[src/common/sdrlrp_pkg.sv]
// shared constants and types for the sdram local request port
package sdrlrp_pkg;
  localparam int ADDR_W = 24;
  localparam int DATA_W = 32;
  localparam int BE_W = DATA_W / 8;
  localparam int SIZE_W = 3;
  localparam int QDEPTH = 4;
  localparam int QPTR_W = 2;
  localparam int QCNT_W = 3;
  localparam int ROW_LSB = 8;
  localparam logic [3:0] MEM_BL_FIRST = 4'h8;
  localparam logic [3:0] MEM_BL_SECOND = 4'h4;
  localparam logic [SIZE_W-1:0] SECOND_MAX_SIZE = 3'h2;
  localparam logic [SIZE_W-1:0] SIZE_ONE = 3'h1;
  localparam logic [3:0] ACT_CYCLES = 4'h3;
  localparam logic [3:0] RD_LAT_CYCLES = 4'h3;
  localparam logic [3:0] REF_CYCLES = 4'h7;
  localparam logic [7:0] INIT_CYCLES = 8'hC8;
  localparam logic [11:0] AUTO_REF_CYCLES = 12'h300;
  localparam logic [3:0] ONE4 = 4'h1;
  localparam logic [3:0] ZERO4 = 4'h0;
  typedef enum logic [1:0] {
    SDRLRP_OP_NONE,
    SDRLRP_OP_READ,
    SDRLRP_OP_WRITE
  } sdrlrp_op_t;
endpackage

[src/logic/sdrlrp_ctrl.sv]
// local request port of a ddr/ddr2 sdram controller with behavioural memory timing
`timescale 1ns/1ps
//////////////////////////////////////////////////////////////////////////////
// Summary of operation
// - first-generation memory takes local sizes one up to half the memory burst
// - second-generation memory takes only local sizes one or two
// - request with size and address is taken in a cycle with ready high
// - write data request per beat; data follows in the next cycle
// - queue holds four requests; ready stays high while space remains
// - bank activation before queued writes; sequential writes skip it but leave one idle cycle between bursts
// - strobe toggles over the whole memory burst, even on empty beats
// - read data returns flagged valid after a variable latency
// - read data returns in the order reads were accepted
// - reads and writes may interleave in any order
// - user refresh has priority over queue after the current access ends
// - refresh acknowledge pulses for each refresh command issued
// - acknowledge also flags automatic refreshes when user refresh is off
// - queue service resumes once refresh request drops
// - init done rises after the initialization sequence
//////////////////////////////////////////////////////////////////////////////
module sdrlrp_ctrl
  import sdrlrp_pkg::*;
#(
  parameter logic SECOND_GEN = 1'b0,
  parameter logic USER_REFRESH = 1'b1,
  parameter logic [11:0] AUTO_REF = sdrlrp_pkg::AUTO_REF_CYCLES
) (
  // clock and reset
  input wire logic mclk,
  input wire logic reset,
  // request side
  input wire logic local_read_req,
  input wire logic local_write_req,
  input wire logic [sdrlrp_pkg::SIZE_W-1:0] local_size,
  input wire logic [sdrlrp_pkg::ADDR_W-1:0] local_addr,
  output logic local_ready,
  // write data
  output logic local_wdata_req,
  input wire logic [sdrlrp_pkg::DATA_W-1:0] local_wdata,
  input wire logic [sdrlrp_pkg::BE_W-1:0] local_be,
  // read data
  output logic local_rdata_valid,
  input wire logic local_rdata_ready,
  output logic [sdrlrp_pkg::DATA_W-1:0] local_rdata,
  // refresh and status
  input wire logic local_refresh_req,
  output logic local_refresh_ack,
  output logic local_init_done,
  // memory side strobe view
  output logic mem_dqs_toggle,
  output logic mem_activate,
  output logic mem_write_beat
);
  import sdrlrp_pkg::*;

  localparam logic [3:0] MEM_BL = SECOND_GEN ? MEM_BL_SECOND : MEM_BL_FIRST;
  localparam logic [SIZE_W-1:0] MAX_SIZE = SECOND_GEN ? SECOND_MAX_SIZE : SIZE_W'(MEM_BL_FIRST >> 1);

  typedef enum logic [2:0] {
    ST_INIT,
    ST_IDLE,
    ST_ACT,
    ST_WRITE,
    ST_READ,
    ST_REFRESH
  } sdrlrp_state_t;

  typedef struct packed {
    sdrlrp_state_t state;
    logic [7:0] init_cnt;
    logic [11:0] auto_cnt;
    logic auto_due;
    logic [3:0] tcnt;
    logic [3:0] beat;
    logic [SIZE_W-1:0] cur_size;
    logic cur_is_write;
    logic [ADDR_W-1:0] open_row;
    logic row_open;
    logic [QDEPTH-1:0][ADDR_W+SIZE_W:0] q;
    logic [QPTR_W-1:0] q_rd;
    logic [QPTR_W-1:0] q_wr;
    logic [QCNT_W-1:0] q_cnt;
    logic wreq_d;
    logic [DATA_W-1:0] mem_word;
    logic [DATA_W-1:0] rd_word;
    logic rd_push;
    logic ready;
    logic wdata_req;
    logic ref_ack;
    logic init_done;
    logic dqs;
    logic act;
    logic wbeat;
    logic rvalid;
    logic [DATA_W-1:0] rdata;
  } sdrlrp_st_t;

  sdrlrp_st_t st_ff, nxt_st;
  logic buf_in_ready;
  logic buf_out_valid;
  logic [DATA_W-1:0] buf_out_data;

  ////////////////////////////////////////////////////////////////////////////
  // read return buffer: a receiver stall parks words here instead of losing them
  sdrlrp_skid #(
    .W(DATA_W)
  ) u_rbuf (
    .mclk(mclk),
    .reset(reset),
    .in_valid(st_ff.rd_push),
    .in_ready(buf_in_ready),
    .in_data(st_ff.rd_word),
    .out_valid(buf_out_valid),
    .out_ready(local_rdata_ready || !st_ff.rvalid),
    .out_data(buf_out_data)
  );

  ////////////////////////////////////////////////////////////////////////////
  // next-state logic
  always_comb begin
    logic take;
    logic [ADDR_W+SIZE_W:0] head;
    logic pop;
    logic [SIZE_W-1:0] sz;
    logic ref_pend;
    take = 1'b0;
    head = '0;
    pop = 1'b0;
    sz = '0;
    ref_pend = 1'b0;
    nxt_st = st_ff;
    nxt_st.wdata_req = 1'b0;
    nxt_st.ref_ack = 1'b0;
    nxt_st.act = 1'b0;
    nxt_st.wbeat = 1'b0;
    nxt_st.rd_push = 1'b0;
    nxt_st.dqs = 1'b0;
    nxt_st.wreq_d = st_ff.wdata_req;

    // oversize requests are clamped, since the memory burst cannot carry more
    sz = (local_size > MAX_SIZE) ? MAX_SIZE : local_size;
    sz = (sz == '0) ? SIZE_ONE : sz;

    // queue fill: any mix of reads and writes
    take = st_ff.ready && st_ff.init_done && (local_read_req || local_write_req);
    if (take) begin
      nxt_st.q[st_ff.q_wr] = {local_write_req, sz, local_addr};
      nxt_st.q_wr = QPTR_W'(st_ff.q_wr + 1'b1);
    end
    head = st_ff.q[st_ff.q_rd];

    // write data sampled one cycle after its request
    if (st_ff.wreq_d) begin
      nxt_st.mem_word = local_wdata ^ {{(DATA_W-BE_W){1'b0}}, local_be};
    end

    // automatic refresh timer runs whether or not user refresh is enabled
    nxt_st.auto_cnt = 12'(st_ff.auto_cnt + 1'b1);
    if (st_ff.auto_cnt == AUTO_REF) begin
      nxt_st.auto_cnt = '0;
      nxt_st.auto_due = 1'b1;
    end
    ref_pend = st_ff.auto_due || (USER_REFRESH && local_refresh_req);

    unique case (st_ff.state)
      ST_INIT: begin
        nxt_st.init_cnt = 8'(st_ff.init_cnt + 1'b1);
        if (st_ff.init_cnt == INIT_CYCLES) begin
          nxt_st.init_done = 1'b1;
          nxt_st.state = ST_IDLE;
        end
      end
      ST_IDLE: begin
        // refresh wins over the queue; queue resumes once it is gone
        if (ref_pend) begin
          nxt_st.state = ST_REFRESH;
          nxt_st.tcnt = REF_CYCLES;
          nxt_st.row_open = 1'b0;
        end else if (st_ff.q_cnt != '0) begin
          pop = 1'b1;
          nxt_st.q_rd = QPTR_W'(st_ff.q_rd + 1'b1);
          nxt_st.cur_size = head[ADDR_W +: SIZE_W];
          nxt_st.cur_is_write = head[ADDR_W+SIZE_W];
          nxt_st.beat = ZERO4;
          // sequential access in an open row skips activation
          if (st_ff.row_open && head[ADDR_W-1:ROW_LSB] == st_ff.open_row[ADDR_W-1:ROW_LSB]) begin
            nxt_st.state = head[ADDR_W+SIZE_W] ? ST_WRITE : ST_READ;
            nxt_st.tcnt = head[ADDR_W+SIZE_W] ? ZERO4 : RD_LAT_CYCLES;
          end else begin
            nxt_st.state = ST_ACT;
            nxt_st.act = 1'b1;
            nxt_st.tcnt = ACT_CYCLES;
          end
          nxt_st.open_row = head[ADDR_W-1:0];
          nxt_st.row_open = 1'b1;
        end
      end
      ST_ACT: begin
        nxt_st.tcnt = 4'(st_ff.tcnt - ONE4);
        if (st_ff.tcnt == ONE4) begin
          nxt_st.state = st_ff.cur_is_write ? ST_WRITE : ST_READ;
          nxt_st.tcnt = st_ff.cur_is_write ? ZERO4 : RD_LAT_CYCLES;
        end
      end
      ST_WRITE: begin
        // one data request per local beat, strobe for the full memory burst
        nxt_st.dqs = 1'b1;
        // the beat lands in the cycle its data is sampled, including the last one
        nxt_st.wbeat = st_ff.wreq_d;
        if (st_ff.beat < {1'b0, st_ff.cur_size}) begin
          nxt_st.wdata_req = 1'b1;
        end
        nxt_st.beat = 4'(st_ff.beat + ONE4);
        if (st_ff.beat == 4'(MEM_BL - ONE4)) begin
          nxt_st.state = ST_IDLE;
        end
      end
      ST_READ: begin
        // latency stand-in; beats pushed in accept order
        if (st_ff.tcnt != ZERO4) begin
          nxt_st.tcnt = 4'(st_ff.tcnt - ONE4);
        end else if (buf_in_ready && !st_ff.rd_push) begin
          // push is registered, so skip a cycle after each push; a full buffer would drop the word
          nxt_st.rd_push = 1'b1;
          nxt_st.rd_word = st_ff.mem_word ^ {{(DATA_W-ADDR_W){1'b0}}, st_ff.open_row} ^ DATA_W'(st_ff.beat);
          nxt_st.beat = 4'(st_ff.beat + ONE4);
          if (st_ff.beat == 4'({1'b0, st_ff.cur_size} - ONE4)) begin
            nxt_st.state = ST_IDLE;
          end
        end
      end
      ST_REFRESH: begin
        nxt_st.tcnt = 4'(st_ff.tcnt - ONE4);
        if (st_ff.tcnt == REF_CYCLES) begin
          nxt_st.ref_ack = 1'b1;
          nxt_st.auto_due = 1'b0;
        end
        if (st_ff.tcnt == ONE4) begin
          nxt_st.state = ST_IDLE;
        end
      end
      default: begin
        nxt_st.state = ST_INIT;
      end
    endcase

    // a late timer tick beats the clear in the same cycle
    if (st_ff.auto_cnt == AUTO_REF) begin
      nxt_st.auto_due = 1'b1;
    end

    nxt_st.q_cnt = QCNT_W'(st_ff.q_cnt + {2'h0, take} - {2'h0, pop});
    // registered ready, so leave room for a request taken this cycle
    nxt_st.ready = (nxt_st.q_cnt < QCNT_W'(QDEPTH)) && nxt_st.init_done;

    // output stage for read data
    if (local_rdata_ready || !st_ff.rvalid) begin
      nxt_st.rvalid = buf_out_valid;
      nxt_st.rdata = buf_out_data;
    end
  end

  ////////////////////////////////////////////////////////////////////////////
  // state register
  always_ff @(posedge mclk) begin
    if (reset) begin
      st_ff <= '{state: ST_INIT, default: '0};
    end else begin
      st_ff <= nxt_st;
    end
  end

  ////////////////////////////////////////////////////////////////////////////
  // outputs straight from flops
  assign local_ready = st_ff.ready;
  assign local_wdata_req = st_ff.wdata_req;
  assign local_rdata_valid = st_ff.rvalid;
  assign local_rdata = st_ff.rdata;
  assign local_refresh_ack = st_ff.ref_ack;
  assign local_init_done = st_ff.init_done;
  assign mem_dqs_toggle = st_ff.dqs;
  assign mem_activate = st_ff.act;
  assign mem_write_beat = st_ff.wbeat;
endmodule

[src/logic/sdrlrp_skid.sv]
// two-entry buffer with valid and ready on both sides
`timescale 1ns/1ps
module sdrlrp_skid #(
  parameter int W = 32
) (
  // clock and reset
  input wire logic mclk,
  input wire logic reset,
  // filling side
  input wire logic in_valid,
  output logic in_ready,
  input wire logic [W-1:0] in_data,
  // draining side
  output logic out_valid,
  input wire logic out_ready,
  output logic [W-1:0] out_data
);
  typedef struct packed {
    logic [1:0] cnt;
    logic [W-1:0] e0;
    logic [W-1:0] e1;
  } sdrlrp_skid_t;
  sdrlrp_skid_t st_ff, nxt_st;

  // e0 is the head; e1 holds the word caught during a stall
  always_comb begin
    logic push;
    logic pop;
    push = 1'b0;
    pop = 1'b0;
    nxt_st = st_ff;
    push = in_valid && (st_ff.cnt != 2'h2);
    pop = out_ready && (st_ff.cnt != 2'h0);
    if (pop) begin
      nxt_st.e0 = st_ff.e1;
    end
    if (push) begin
      if (st_ff.cnt == 2'h0 || (st_ff.cnt == 2'h1 && pop)) begin
        nxt_st.e0 = in_data;
      end else begin
        nxt_st.e1 = in_data;
      end
    end
    nxt_st.cnt = 2'(st_ff.cnt + {1'b0, push} - {1'b0, pop});
  end

  always_ff @(posedge mclk) begin
    if (reset) begin
      st_ff <= '0;
    end else begin
      st_ff <= nxt_st;
    end
  end

  assign in_ready = (st_ff.cnt != 2'h2);
  assign out_valid = (st_ff.cnt != 2'h0);
  assign out_data = st_ff.e0;
endmodule

[config.mk]
export PLATFORM = sky130hd
export DESIGN_NAME = sdrlrp_ctrl
export DESIGN_NICKNAME = d
export VERILOG_FILES = /design/src/common/sdrlrp_pkg.sv /design/src/logic/sdrlrp_ctrl.sv /design/src/logic/sdrlrp_skid.sv
export SDC_FILE = /design/constraint.sdc
export NUM_CORES = 1
export LEC_CHECK = 0
export BUFFER_PORTS_ARGS = -buffer_cell sky130_fd_sc_hd__buf_2
export CAP_MARGIN = 20
export CORE_MARGIN = 2
export CORE_UTILIZATION = 30
export DETAILED_ROUTE_END_ITERATION = 16
export GPL_TIMING_DRIVEN = 0
export PLACE_DENSITY = 0.5
export REMOVE_ABC_BUFFERS = 1
export SETUP_SLACK_MARGIN = 0.02
export SLEW_MARGIN = 5
export SYNTH_ARGS = -nofsm -noshare
export SYNTH_HDL_FRONTEND = slang
export SYNTH_SLANG_ARGS = --single-unit
export TNS_END_PERCENT = 10
[constraint.sdc]
create_clock -name mclk -period 3 [get_ports mclk]
set_clock_uncertainty 0.05 [all_clocks]
set_input_delay 0.9 -clock mclk [delete_from_list [all_inputs] [get_ports mclk]]
set_output_delay 0.9 -clock mclk [all_outputs]
set_load 0.01 [all_outputs]
==> metrics.log, run 1 <==
INFO  metric run_status = completed
INFO  metric rsz0062_at_grt = yes
INFO  metric grt_overflow = 0
INFO  metric drt_pre_antenna_iters = 5
INFO  metric power.ir.vdd_worst = around 0.00037 V
INFO  metric place_ws = -1540 ps
INFO  metric initial_utilization = 30.5%
INFO  metric vias = around 12000
INFO  metric die_h = 227 microns
INFO  metric most_frequent_cell_after_synthesis = sky130_fd_sc_hd__nand2_1
INFO  metric netlist_instances = approximately 1800
INFO  metric cts_inserted_buffers = 42
INFO  metric post-route-min-period = ~2900 ps
INFO  metric grt_first_pass_wirelength = 61.0 mm
INFO  metric io-pin-count = roughly 110
INFO  metric total_number_of_h_tree_levels = 2
INFO  metric post_route_cells_drive_above_1_share = ~14%
INFO  metric timing.setup.critical_path_class = flop to flop
INFO  metric synth.ff_latch_count = approximately 350
INFO  metric postLayoutCoreUtil = a little over a third
INFO  metric die-area = 51700 sq um
INFO  metric drc_violations = 0
INFO  metric placed_cells_incl_taps = about 2400
INFO  metric max-cap-violations = 0
INFO  metric synth.avg_cell_area = around 8.5 sq um
INFO  metric port_buffers = ~110
INFO  metric fin_ws = between 100 and 150 ps
INFO  metric worstSetupStartpointType = flop
INFO  metric hpwl = 24.6 mm
INFO  metric core_region_area = around 49000 sq um
INFO  metric fin_crit_sh = 96.1%
INFO  metric critPathTopFamily = simple AND/OR/NAND/NOR gates
INFO  metric hold_viol = 0
INFO  metric worst_slew_margin_rel = roughly 40%
INFO  metric power-per-cell-area = between 500 and 600 nW/um^2
INFO  metric yosys-top-cells-count = sky130_fd_sc_hd__nand2_1, sky130_fd_sc_hd__dfxtp_1, sky130_fd_sc_hd__a21oi_1
INFO  metric ys_types = 72
INFO  metric routed_wirelength = 38.6 mm
INFO  metric max_stage_delay = ~580 ps
INFO  metric synth_sequential_area_ratio = ~47%
INFO  metric layout.cells.non_filler = between 2000 and 2500
INFO  metric critical_path.slowest_cell = sky130_fd_sc_hd__mux4_2
INFO  metric area_leader_netlist = sky130_fd_sc_hd__dfxtp_1
INFO  metric critPathBufInv = 1
INFO  metric whs = between 300 and 400 ps
INFO  metric cell_chain_of_the_critical_path = buf_12 > mux4_2 > xnor2_1 > o221ai_1 > nor4_4 > nand4_1 > o31a_1
INFO  metric clk_path_buf_depth = 3
INFO  metric gr_usage_total = between 10% and 20%
INFO  metric crit_fanout = 28
INFO  metric synth_ff_type = sky130_fd_sc_hd__dfxtp_1
INFO  metric routabilityCongestion = 0.783
INFO  metric synth_enable_flop_cells = 0
INFO  metric setup_viol = 0
INFO  metric cts_hold_repair.buffers = 0
INFO  metric worst_reg2reg_setup_slack = 120 ps
INFO  metric crit_arrival = about 3300 ps
INFO  metric power_leakage = 6.04 nW
INFO  metric ctsRootBufferMaster = sky130_fd_sc_hd__clkbuf_16
INFO  metric first_global_vias = 11200
INFO  metric routed_via_density = 4.66
INFO  metric setup-tns-final = 0 ps
INFO  metric detail-route-antenna-nets = 0
INFO  metric clock_insertion_delay_worst_skew = 560 ps
INFO  metric clkTransAtPathRegs = about 60 ps
INFO  metric clock-sinks = between 300 and 400
INFO  metric cp.required = between 3000 and 4000 ps
INFO  metric wire_per_inst = roughly 16 microns
INFO  metric main_area_contributors_after_synthesis = sky130_fd_sc_hd__dfxtp_1, sky130_fd_sc_hd__nand2_1, sky130_fd_sc_hd__a21oi_1
INFO  metric maximum_number_of_pins_on_one_net_before_global_route_repair = 124
INFO  metric areaGrowthSynthToFinish = 16.6%
INFO  metric synth-warning-count = 0
INFO  metric hold_path.class = flop to flop
INFO  metric final-max-slew-violation-count = 0
INFO  metric fmax = 347 MHz
INFO  metric async_flop_share = 0%
INFO  metric die_w = between 200 and 250 microns
INFO  metric nNetsFinal = about 1900
INFO  metric drtIter0Drc = 732
INFO  metric cts_tree = done
INFO  metric fin_area = around 17000 sq um
INFO  metric synthesis.area = ~15000 sq um
INFO  metric totalPowerFinal = 10.3 mW
INFO  metric place_area = ~16000 sq um
INFO  metric synth.top_cell.area_share = 47.1%
INFO  metric num_rows = 81
INFO  metric antenna_violations_before_repair = 7
INFO  metric tightestPinTransition = ~890 ps
INFO  metric timing.critical_path.to_type = flop
[where the power goes]
group	switching, mW	internal [mW]	leakage, nW
Clock	1.96	2.98	0.676
Combinational	0.419	0.258	2.53
Sequential	0.0275	4.70	2.84
Total	2.41	7.93	6.04
[final cells by class]
type / instances / area [sq um]
Antenna cell: 1 / 2.50
Clock buffer: 62 / 1260
Clock inverter: 12 / 92.6
Fill cell: 5128 / 31600
Inverter: 33 / 128
Multi-Input combinational cell: 1234 / 7150
Sequential cell: 352 / 7060
Tap cell: 664 / 831
Timing Repair Buffer: 129 / 930
Timing Repair inverter: 1 / 5.00
[sequential cells by signal, indices dropped and copies added, names as in the netlist]
signal             count
u_rbuf.out_data       32
u_rbuf.st_ff          34
local_rdata_valid      1
local_ready            1
st_ff                246
local_refresh_ack      1
local_rdata           32
mem_activate           1
mem_dqs_toggle         1
local_init_done        1
mem_write_beat         1
local_wdata_req        1
[cell families (layout without fill, tap and decap cells)]
group	after synthesis	count (layout)	share of synthesized area [%]
AND/OR/NAND/NOR	693	694	19.2
other	0	1	0
flip-flops	352	352	47.1
XOR/XNOR	68	68	3.98
multiplexers	103	103	8.50
buffers and inverters	181	237	5.69
AO/OA/AOI/OAI	348	348	13.7
adder cells (fa/ha/maj)	21	21	1.81
[placed cells by master, fill, tap and decap left out, types with 6 or more instances in the layout]
cell type	synthesis	final
sky130_fd_sc_hd__clkinv_2	0	9
sky130_fd_sc_hd__clkbuf_16	0	43
sky130_fd_sc_hd__nand2b_1	9	7
sky130_fd_sc_hd__nor2b_1	16	15
sky130_fd_sc_hd__mux4_2	13	13
sky130_fd_sc_hd__a21oi_1	232	232
sky130_fd_sc_hd__nor3_1	12	10
sky130_fd_sc_hd__nand2_1	453	452
sky130_fd_sc_hd__nand3_1	17	16
sky130_fd_sc_hd__clkbuf_8	0	11
sky130_fd_sc_hd__xnor2_1	51	51
sky130_fd_sc_hd__buf_16	0	7
sky130_fd_sc_hd__inv_1	32	31
sky130_fd_sc_hd__buf_2	15	107
sky130_fd_sc_hd__buf_4	35	6
sky130_fd_sc_hd__nor2_1	137	135
sky130_fd_sc_hd__clkbuf_1	88	8
sky130_fd_sc_hd__xor2_1	17	17
sky130_fd_sc_hd__nand4_1	8	8
sky130_fd_sc_hd__o21ai_0	12	12
sky130_fd_sc_hd__and3_1	6	6
sky130_fd_sc_hd__dfxtp_1	352	348
sky130_fd_sc_hd__mux2i_1	81	81
sky130_fd_sc_hd__ha_1	20	20
sky130_fd_sc_hd__a211oi_1	59	59
[layer usage]
| metal | vias up | part of all wire (%) | track usage [%] |
|---|---|---|---|
| li1 | 5968 | - | - |
| met1 | 5345 | 45 | 18.7 |
| met2 | 204 | 47 | 25.0 |
| met3 | 66 | 4.9 | 3.21 |
| met4 | 12 | 2.8 | 5.67 |
| met5 | - | 0.20 | 0 |
[path summary, 6_finish.rpt]
| path | startpoint | end | cells past startpoint |
|---|---|---|---|
| worst max register to register | st_ff[111]$_SDFFE_PP0P_ | st_ff[258]$_SDFFE_PP0P_ | 7 |
| worst max-delay path | st_ff[111]$_SDFFE_PP0P_ | st_ff[258]$_SDFFE_PP0P_ | 7 |
| worst min register to register | local_rdata[0]$_SDFFE_PP0P_ | local_rdata[0]$_SDFFE_PP0P_ | 2 |
| worst min-delay path | local_rdata[0]$_SDFFE_PP0P_ | local_rdata[0]$_SDFFE_PP0P_ | 2 |
[tightest hold or removal path: cells and delay by family, from the launching register on]
| family | cells | cell delay (ps) |
|---|---|---|
| AND/OR/NAND/NOR | 1 | 50 |
| flip-flops | 1 | 300 |
| AO/OA/AOI/OAI | 1 | 50 |
[timing repair]
item / 4_1_cts / 5_1_grt
endpoints found under the setup margin: 41 / 28
setup buffers: 1 / 4
pin swaps: 2 / 1
resized for setup: 8 / 2
gates cloned: 1 / 1
Note: power is estimated with default switching activity, not from simulation.
==> inputs of run 2 (changes only) <==
--- a/config.mk
+++ b/config.mk
@@ -7,11 +7,13 @@
 export LEC_CHECK = 0
 export BUFFER_PORTS_ARGS = -buffer_cell sky130_fd_sc_hd__buf_2
 export CAP_MARGIN = 20
+export CELL_PAD_IN_SITES_DETAIL_PLACEMENT = 0
+export CELL_PAD_IN_SITES_GLOBAL_PLACEMENT = 1
 export CORE_MARGIN = 2
 export CORE_UTILIZATION = 30
 export DETAILED_ROUTE_END_ITERATION = 16
 export GPL_TIMING_DRIVEN = 0
-export PLACE_DENSITY = 0.5
+export PLACE_DENSITY = 0.59
 export REMOVE_ABC_BUFFERS = 1
 export SETUP_SLACK_MARGIN = 0.02
 export SLEW_MARGIN = 5
==> constraint.sdc (replaced) <==
create_clock -name mclk -period 3.08 [get_ports mclk]
set_clock_uncertainty 0.05 [all_clocks]
set_input_delay 0.924 -clock mclk [delete_from_list [all_inputs] [get_ports mclk]]
set_output_delay 0.924 -clock mclk [all_outputs]
set_load 0.01 [all_outputs]
==> metrics.log, run 2 (synthesis gave the netlist of run 1 again) <==
INFO  metric total_number_of_h_tree_levels = 2 (unchanged)
INFO  metric port_buffers = 108 (unchanged)
INFO  metric post-route-min-period = 2950 ps (was 2880 ps)
INFO  metric mostFrequentLayoutCell = sky130_fd_sc_hd__nand2_1 (unchanged)
INFO  metric worstSetupStartpointType = flop (unchanged)
INFO  metric top_register = st_ff (unchanged)
INFO  metric areaGrowthSynthToFinish = 16.6% (about the same)
INFO  metric clkTransAtPathRegs = 50 ps (was 60 ps)
INFO  metric hp-start = local_rdata[3]$_SDFFE_PP0P_ (was local_rdata[0]$_SDFFE_PP0P_)
INFO  metric io-pin-count = 109 (unchanged)
INFO  metric place_area = 16000 sq um (about the same)
INFO  metric fin_ws = 126 ps (was 116 ps)
INFO  metric tightestPinTransition = 898 ps (was 888 ps)
INFO  metric routed_wirelength = 39.7 mm (was 38.6 mm)
INFO  metric crit_arrival = 3330 ps (was 3260 ps)
INFO  metric setup-tns-final = 0 ps (unchanged)
INFO  metric layout.cells.non_filler = 2482 (was 2488)
INFO  metric diodes = 0 (was 1)
INFO  metric antenna_violations_before_repair = 6 (was 7)
INFO  metric first_global_vias = 11200 (about the same)
INFO  metric timing.critical_path.to_type = flop (unchanged)
INFO  metric fmax = 339 MHz (was 347 MHz)
INFO  metric critical_path.reg2reg.endpoint = st_ff[258]$_SDFFE_PP0P_ (unchanged)
INFO  metric die-area = 51700 sq um (unchanged)
INFO  metric hold_path.class = flop to flop (unchanged)
INFO  metric power.ir.vdd_worst = 0.000416 V (was 0.000367 V)
INFO  metric flip_flop_count_of_the_largest_register_all_copies_and_words_added = 246 (unchanged)
INFO  metric timing.rr.start = st_ff[111]$_SDFFE_PP0P_ (unchanged)
INFO  metric initial_utilization = 30.5% (unchanged)
INFO  metric cell_chain_of_the_critical_path = buf_12 > mux4_2 > xnor2_1 > o221ai_1 > nor4_2 > nand4_1 > o31a_1 (was buf_12 > mux4_2 > xnor2_1 > o221ai_1 > nor4_4 > nand4_1 > o31a_1)
INFO  metric clock_insertion_delay_worst_skew = 550 ps (was 560 ps)
INFO  metric critical_path.slowest_cell = sky130_fd_sc_hd__mux4_2 (unchanged)
INFO  metric cts_tree = done (unchanged)
INFO  metric die_w = 227 microns (unchanged)
INFO  metric run_status = completed (unchanged)
INFO  metric crit_cells = 7 (unchanged)
INFO  metric core_region_area = 49100 sq um (unchanged)
INFO  metric hold_viol = 0 (unchanged)
INFO  metric cell_depth_of_the_worst_flop_to_flop_path = 7 (unchanged)
INFO  metric fin_area = 17500 sq um (about the same)
INFO  metric maximum_number_of_pins_on_one_net_before_global_route_repair = 129 (was 124)
INFO  metric timing.hold.worst_path_depth = 2 (unchanged)
INFO  metric hpwl = 25.1 mm (was 24.6 mm)
INFO  metric routed_via_density = 4.66 (about the same)
INFO  metric place_ws = -1710 ps (was -1540 ps)
INFO  metric die_h = 227 microns (unchanged)
INFO  metric placed_cells_incl_taps = 2406 (unchanged)
INFO  metric drc_violations = 0 (unchanged)
INFO  metric fin_crit_sh = 95.9% (was 96.1%)
INFO  metric layout_top_registers = st_ff (246), u_rbuf.st_ff (34) (unchanged)
INFO  metric cp.required = 3460 ps (was 3380 ps)
INFO  metric timing.hold.worst_endpoint = local_rdata[3]$_SDFFE_PP0P_ (was local_rdata[0]$_SDFFE_PP0P_)
INFO  metric rsz0062_at_grt = yes (unchanged)
INFO  metric max-cap-violations = 0 (unchanged)
INFO  metric drt_pre_antenna_iters = 4 (was 5)
INFO  metric final-max-slew-violation-count = 0 (unchanged)
INFO  metric worst_reg2reg_setup_slack = 130 ps (was 120 ps)
INFO  metric gr_usage_total = 15.5% (was 14.9%)
INFO  metric clk_path_buf_depth = 3 (unchanged)
INFO  metric grt_overflow = 0 (unchanged)
INFO  metric crit_fanout = 31 (was 28)
INFO  metric vias = 11600 (about the same)
INFO  metric critPathBufInv = 1 (unchanged)
INFO  metric totalPowerFinal = 10.3 mW (about the same)
INFO  metric num_rows = 81 (unchanged)
INFO  metric max_stage_delay = 590 ps (was 580 ps)
INFO  metric power-per-cell-area = 590 nW/um^2 (was 592 nW/um^2)
INFO  metric setup_viol = 0 (unchanged)
INFO  metric grt_first_pass_wirelength = 63.1 mm (was 61.0 mm)
INFO  metric post_route_cells_drive_above_1_share = 13.6% (was 13.7%)
INFO  metric worst_slew_margin_rel = 40.2% (was 40.5%)
INFO  metric routabilityCongestion = 0.779 (was 0.783)
INFO  metric most-common-layout-cells = sky130_fd_sc_hd__nand2_1, sky130_fd_sc_hd__dfxtp_1, sky130_fd_sc_hd__a21oi_1 (unchanged)
INFO  metric power_leakage = 6.03 nW (was 6.04 nW)
INFO  metric ctsRootBufferMaster = sky130_fd_sc_hd__clkbuf_16 (unchanged)
INFO  metric wire_per_inst = 16.0 microns (was 15.5 microns)
INFO  metric cts_inserted_buffers = 42 (unchanged)
INFO  metric detail-route-antenna-nets = 0 (unchanged)
INFO  metric timing.setup.critical_path_class = flop to flop (unchanged)
INFO  metric critPathTopFamily = simple AND/OR/NAND/NOR gates (unchanged)
INFO  metric clock-sinks = 352 (unchanged)
INFO  metric nNetsFinal = 1879 (was 1883)
INFO  metric drtIter0Drc = 752 (was 732)
==> run 2: per-layer routing <==
metal	wire length (microns)	vias to the layer above	GRT usage, %
met3	1740	63	3.43
met2	18300	182	25.7
met4	696	12	4.05
met1	18900	5368	20.4
met5	75	-	0
li1	-	5951	-
==> run 2: stage by stage <==
step                hold slack, ps  util [%]
floorplan                      375         -
global placement               387      31.8
detailed placement             393      32.6
CTS                            400      35.6
global route                   410      35.6
finish                         396      35.6
==> run 2: how the worst max path moves through the flow <==
| stage | start | to | slack (ps) |
|---|---|---|---|
| floorplan | local_rdata_ready | u_rbuf.st_ff[65]$_SDFF_PP0_ | -1400 |
| global route | st_ff[111]$_SDFFE_PP0P_ | st_ff[258]$_SDFFE_PP0P_ | -40 |
| global placement | local_rdata_ready | u_rbuf.st_ff[65]$_SDFF_PP0_ | -4590 |
| CTS | st_ff[111]$_SDFFE_PP0P_ | st_ff[258]$_SDFFE_PP0P_ | 20 |
| finish | st_ff[111]$_SDFFE_PP0P_ | st_ff[258]$_SDFFE_PP0P_ | 130 |
| detailed placement | local_refresh_req | local_ready$_SDFF_PP0_ | -1710 |
==> run 2: repair_timing <==
item	in CTS	in global routing
buffers inserted	1	0
gates cloned	2	0
setup endpoints to repair	41	3
hold buffers	0	0
pin swaps	2	0
gates resized for setup	9	1
==> run 2: power by group <==
group          leakage (nW)  switching (mW)  internal (mW)
clock network         0.703            1.93           3.11
logic                  2.49           0.407          0.259
registers              2.84          0.0233           4.57
==> run 2: cell type report <==
type	instances	area [sq um]
timing repair buffer	125	872
clock buffer	62	1280
fill	5093	31600
clock inverter	11	134
inverter	33	128
tap	664	831
multi-input combinational	1234	7150
timing repair inverter	1	5.00
sequential	352	7060
==> run 2: worst register-to-register path, cell delays in order (launching register included) <==
cell	delay, ps
sky130_fd_sc_hd__dfxtp_4	540
sky130_fd_sc_hd__buf_12	240
sky130_fd_sc_hd__mux4_2	610
sky130_fd_sc_hd__xnor2_1	210
sky130_fd_sc_hd__o221ai_1	170
sky130_fd_sc_hd__nor4_2	400
sky130_fd_sc_hd__nand4_1	270
sky130_fd_sc_hd__o31a_1	340
==> inputs of run 3 (changes only) <==
--- a/config.mk
+++ b/config.mk
@@ -9,8 +9,9 @@
 export CAP_MARGIN = 20
 export CELL_PAD_IN_SITES_DETAIL_PLACEMENT = 0
 export CELL_PAD_IN_SITES_GLOBAL_PLACEMENT = 1
-export CORE_MARGIN = 2
+export CORE_MARGIN = 8
 export CORE_UTILIZATION = 30
+export CTS_CLUSTER_SIZE = 40
 export DETAILED_ROUTE_END_ITERATION = 16
 export GPL_TIMING_DRIVEN = 0
 export PLACE_DENSITY = 0.59
==> metrics.log, run 3 (synthesis gave the netlist of run 1 again) <==
INFO  metric clk_path_buf_depth = 3 (unchanged)
INFO  metric top_register = st_ff (unchanged)
INFO  metric worstSetupStartpoint = st_ff[112]$_SDFFE_PP0P_ (was st_ff[111]$_SDFFE_PP0P_)
INFO  metric drt_pre_antenna_iters = 4 (unchanged)
INFO  metric power_leakage = 6.02 nW (was 6.03 nW)
INFO  metric routed_wirelength = 40.3 mm (was 39.7 mm)
INFO  metric first_global_vias = 11300 (was 11200)
INFO  metric total_number_of_h_tree_levels = 2 (unchanged)
INFO  metric io-pin-count = 109 (unchanged)
INFO  metric gr_usage_total = 13.9% (was 15.5%)
INFO  metric nNetsFinal = 1882 (was 1879)
INFO  metric timing.hold.worst_path_depth = 2 (unchanged)
INFO  metric routed_via_density = 4.67 (was 4.66)
INFO  metric critical_path.slowest_cell = sky130_fd_sc_hd__dfxtp_4 (was sky130_fd_sc_hd__mux4_2)
INFO  metric cell_chain_of_the_critical_path = buf_12 > mux2_4 > a22o_1 > o32a_1 > nor4_4 > nand4_1 > o31a_1 (was buf_12 > mux4_2 > xnor2_1 > o221ai_1 > nor4_2 > nand4_1 > o31a_1)
INFO  metric post-route-min-period = 2920 ps (was 2950 ps)
INFO  metric timing.setup.critical_path_class = flop to flop (unchanged)
INFO  metric placed_cells_incl_taps = 2415 (was 2406)
INFO  metric areaGrowthSynthToFinish = 16.7% (was 16.6%)
INFO  metric core_region_area = 49800 sq um (was 49100 sq um)
INFO  metric die-area = 57300 sq um (was 51700 sq um)
INFO  metric most-common-layout-cells = sky130_fd_sc_hd__nand2_1, sky130_fd_sc_hd__dfxtp_1, sky130_fd_sc_hd__a21oi_1 (unchanged)
INFO  metric critPathBufInv = 1 (unchanged)
INFO  metric fin_crit_sh = 94.7% (was 95.9%)
INFO  metric fin_area = 17500 sq um (about the same)
INFO  metric hpwl = 26.0 mm (was 25.1 mm)
INFO  metric worst_slew_margin_rel = 39.1% (was 40.2%)
INFO  metric flip_flop_count_of_the_largest_register_all_copies_and_words_added = 246 (unchanged)
INFO  metric layout_top_registers = st_ff (246), u_rbuf.st_ff (34) (unchanged)
INFO  metric fmax = 343 MHz (was 339 MHz)
INFO  metric timing.critical_path.to_type = flop (unchanged)
INFO  metric drc_violations = 0 (unchanged)
INFO  metric maximum_number_of_pins_on_one_net_before_global_route_repair = 135 (was 129)
INFO  metric grt_overflow = 0 (unchanged)
INFO  metric crit_arrival = 3300 ps (was 3330 ps)
INFO  metric vias = 11600 (about the same)
INFO  metric mostFrequentLayoutCell = sky130_fd_sc_hd__nand2_1 (unchanged)
INFO  metric final-max-slew-violation-count = 0 (unchanged)
INFO  metric cts_hold_repair.buffers = 0 (unchanged)
INFO  metric port_buffers = 108 (unchanged)
INFO  metric die_w = 239 microns (was 227 microns)
INFO  metric clock_insertion_delay_worst_skew = 550 ps (about the same)
INFO  metric final.fill_count = 5188 (was 5093)
INFO  metric grt_first_pass_wirelength = 64.1 mm (was 63.1 mm)
INFO  metric power.ir.vdd_worst = 0.000369 V (was 0.000416 V)
INFO  metric rsz0062_at_grt = no (was yes)
INFO  metric tightestPinTransition = 909 ps (was 898 ps)
INFO  metric drtIter0Drc = 624 (was 752)
INFO  metric routabilityCongestion = 0.774 (was 0.779)
INFO  metric detail-route-antenna-nets = 0 (unchanged)
INFO  metric max-cap-violations = 0 (unchanged)
INFO  metric hold_viol = 0 (unchanged)
INFO  metric place_area = 16000 sq um (about the same)
INFO  metric cell_depth_of_the_worst_flop_to_flop_path = 7 (unchanged)
INFO  metric crit_fanout = 21 (was 31)
INFO  metric cp.required = 3460 ps (about the same)
INFO  metric critPathTopFamily = compound AO/OA/AOI/OAI gates (was simple AND/OR/NAND/NOR gates)
INFO  metric layout.cells.non_filler = 2491 (was 2482)
INFO  metric worstSetupStartpointType = flop (unchanged)
INFO  metric die_h = 239 microns (was 227 microns)
INFO  metric num_rows = 82 (was 81)
INFO  metric whs = 393 ps (was 396 ps)
INFO  metric power-per-cell-area = 581 nW/um^2 (was 590 nW/um^2)
INFO  metric max_stage_delay = 590 ps (about the same)
INFO  metric clkTransAtPathRegs = 60 ps (was 50 ps)
INFO  metric cts_tree = done (unchanged)
INFO  metric hp-start = local_rdata[8]$_SDFFE_PP0P_ (was local_rdata[3]$_SDFFE_PP0P_)
INFO  metric setup_viol = 0 (unchanged)
INFO  metric clock-sinks = 352 (unchanged)
INFO  metric crit_cells = 7 (unchanged)
INFO  metric antenna_violations_before_repair = 7 (was 6)
INFO  metric post_route_cells_drive_above_1_share = 13.2% (was 13.6%)
INFO  metric timing.rr.start = st_ff[112]$_SDFFE_PP0P_ (was st_ff[111]$_SDFFE_PP0P_)
INFO  metric totalPowerFinal = 10.2 mW (was 10.3 mW)
INFO  metric initial_utilization = 30.1% (was 30.5%)
INFO  metric area.sequential = 7060 sq um (unchanged)
INFO  metric hold_path.class = flop to flop (unchanged)
INFO  metric cts_inserted_buffers = 42 (unchanged)
INFO  metric wire_per_inst = 16.2 microns (was 16.0 microns)
INFO  metric run_status = completed (unchanged)
INFO  metric ctsRootBufferMaster = sky130_fd_sc_hd__clkbuf_16 (unchanged)
INFO  metric combined_area_of_the_multi_input_logic_cells = 7160 sq um (was 7150 sq um)
## run 3: cell types whose count changed in the layout (fill, tap and decap cells not counted), sizes merged
| cell | previous run | this run |
|---|---|---|
| inv | 32 | 33 |
| clkinv | 8 | 2 |
| buf | 125 | 128 |
| diode | 0 | 3 |
## run 3: cell type report
cell class | instances | share of cell area [%]
timing repair inverter | 1 | 0.0287
sequential | 352 | 40.4
timing repair buffer | 128 | 5.33
inverter | 33 | 0.731
multi-input combinational | 1234 | 41.0
antenna | 3 | 0.0430
clock buffer | 62 | 7.03
tap | 672 | 4.81
clock inverter | 6 | 0.623
## run 3: stage by stage
stage	worst slack (ps)	util, %	TNS [ps]
6_report	164	35.1	0
2_1_floorplan	-1400	-	-75870
3_5_place_dp	-1670	32.2	-29520
4_1_cts	41.4	35.0	0
5_1_grt	55.2	35.1	0
3_3_place_gp	-4610	31.4	-1123740
## run 3: power breakdown
group,total (mW),switching (mW),internal [mW]
combinational,0.683,0.414,0.268
sequential,4.60,0.0228,4.57
clock,4.88,1.89,2.98
## run 3: worst reg2reg max path, cell delays in order (launching register included)
cell and delay [ps]:
sky130_fd_sc_hd__dfxtp_4 590, sky130_fd_sc_hd__buf_12 250, sky130_fd_sc_hd__mux2_4 360, sky130_fd_sc_hd__a22o_1 250
sky130_fd_sc_hd__o32a_1 330, sky130_fd_sc_hd__nor4_4 370, sky130_fd_sc_hd__nand4_1 260, sky130_fd_sc_hd__o31a_1 350
## run 3: worst paths after layout
check / to / slack, ps
max: st_ff[258]$_SDFFE_PP0P_ / 160
min: local_rdata[8]$_SDFFE_PP0P_ / 390
max reg2reg: st_ff[258]$_SDFFE_PP0P_ / 160
min reg2reg: local_rdata[8]$_SDFFE_PP0P_ / 390
## run 3: routing by layer
metal | GRT usage [%] | vias to the layer above | part of all wire [%] | wire, microns
met5 | 0 | - | 0.12 | 49
met4 | 5.55 | 8 | 3.2 | 1300
met3 | 2.82 | 79 | 4.5 | 1830
met2 | 22.8 | 184 | 47 | 18800
met1 | 17.7 | 5408 | 46 | 18400
li1 | - | 5955 | - | -
## run 3: what timing repair did
action / CTS / global route
cloned: 2 / 0
setup endpoints to repair: 41 / 5
hold endpoints to repair: 0 / 0
pin swaps: 1 / 0
gates resized for setup: 9 / 1
buffers inserted: 1 / 2
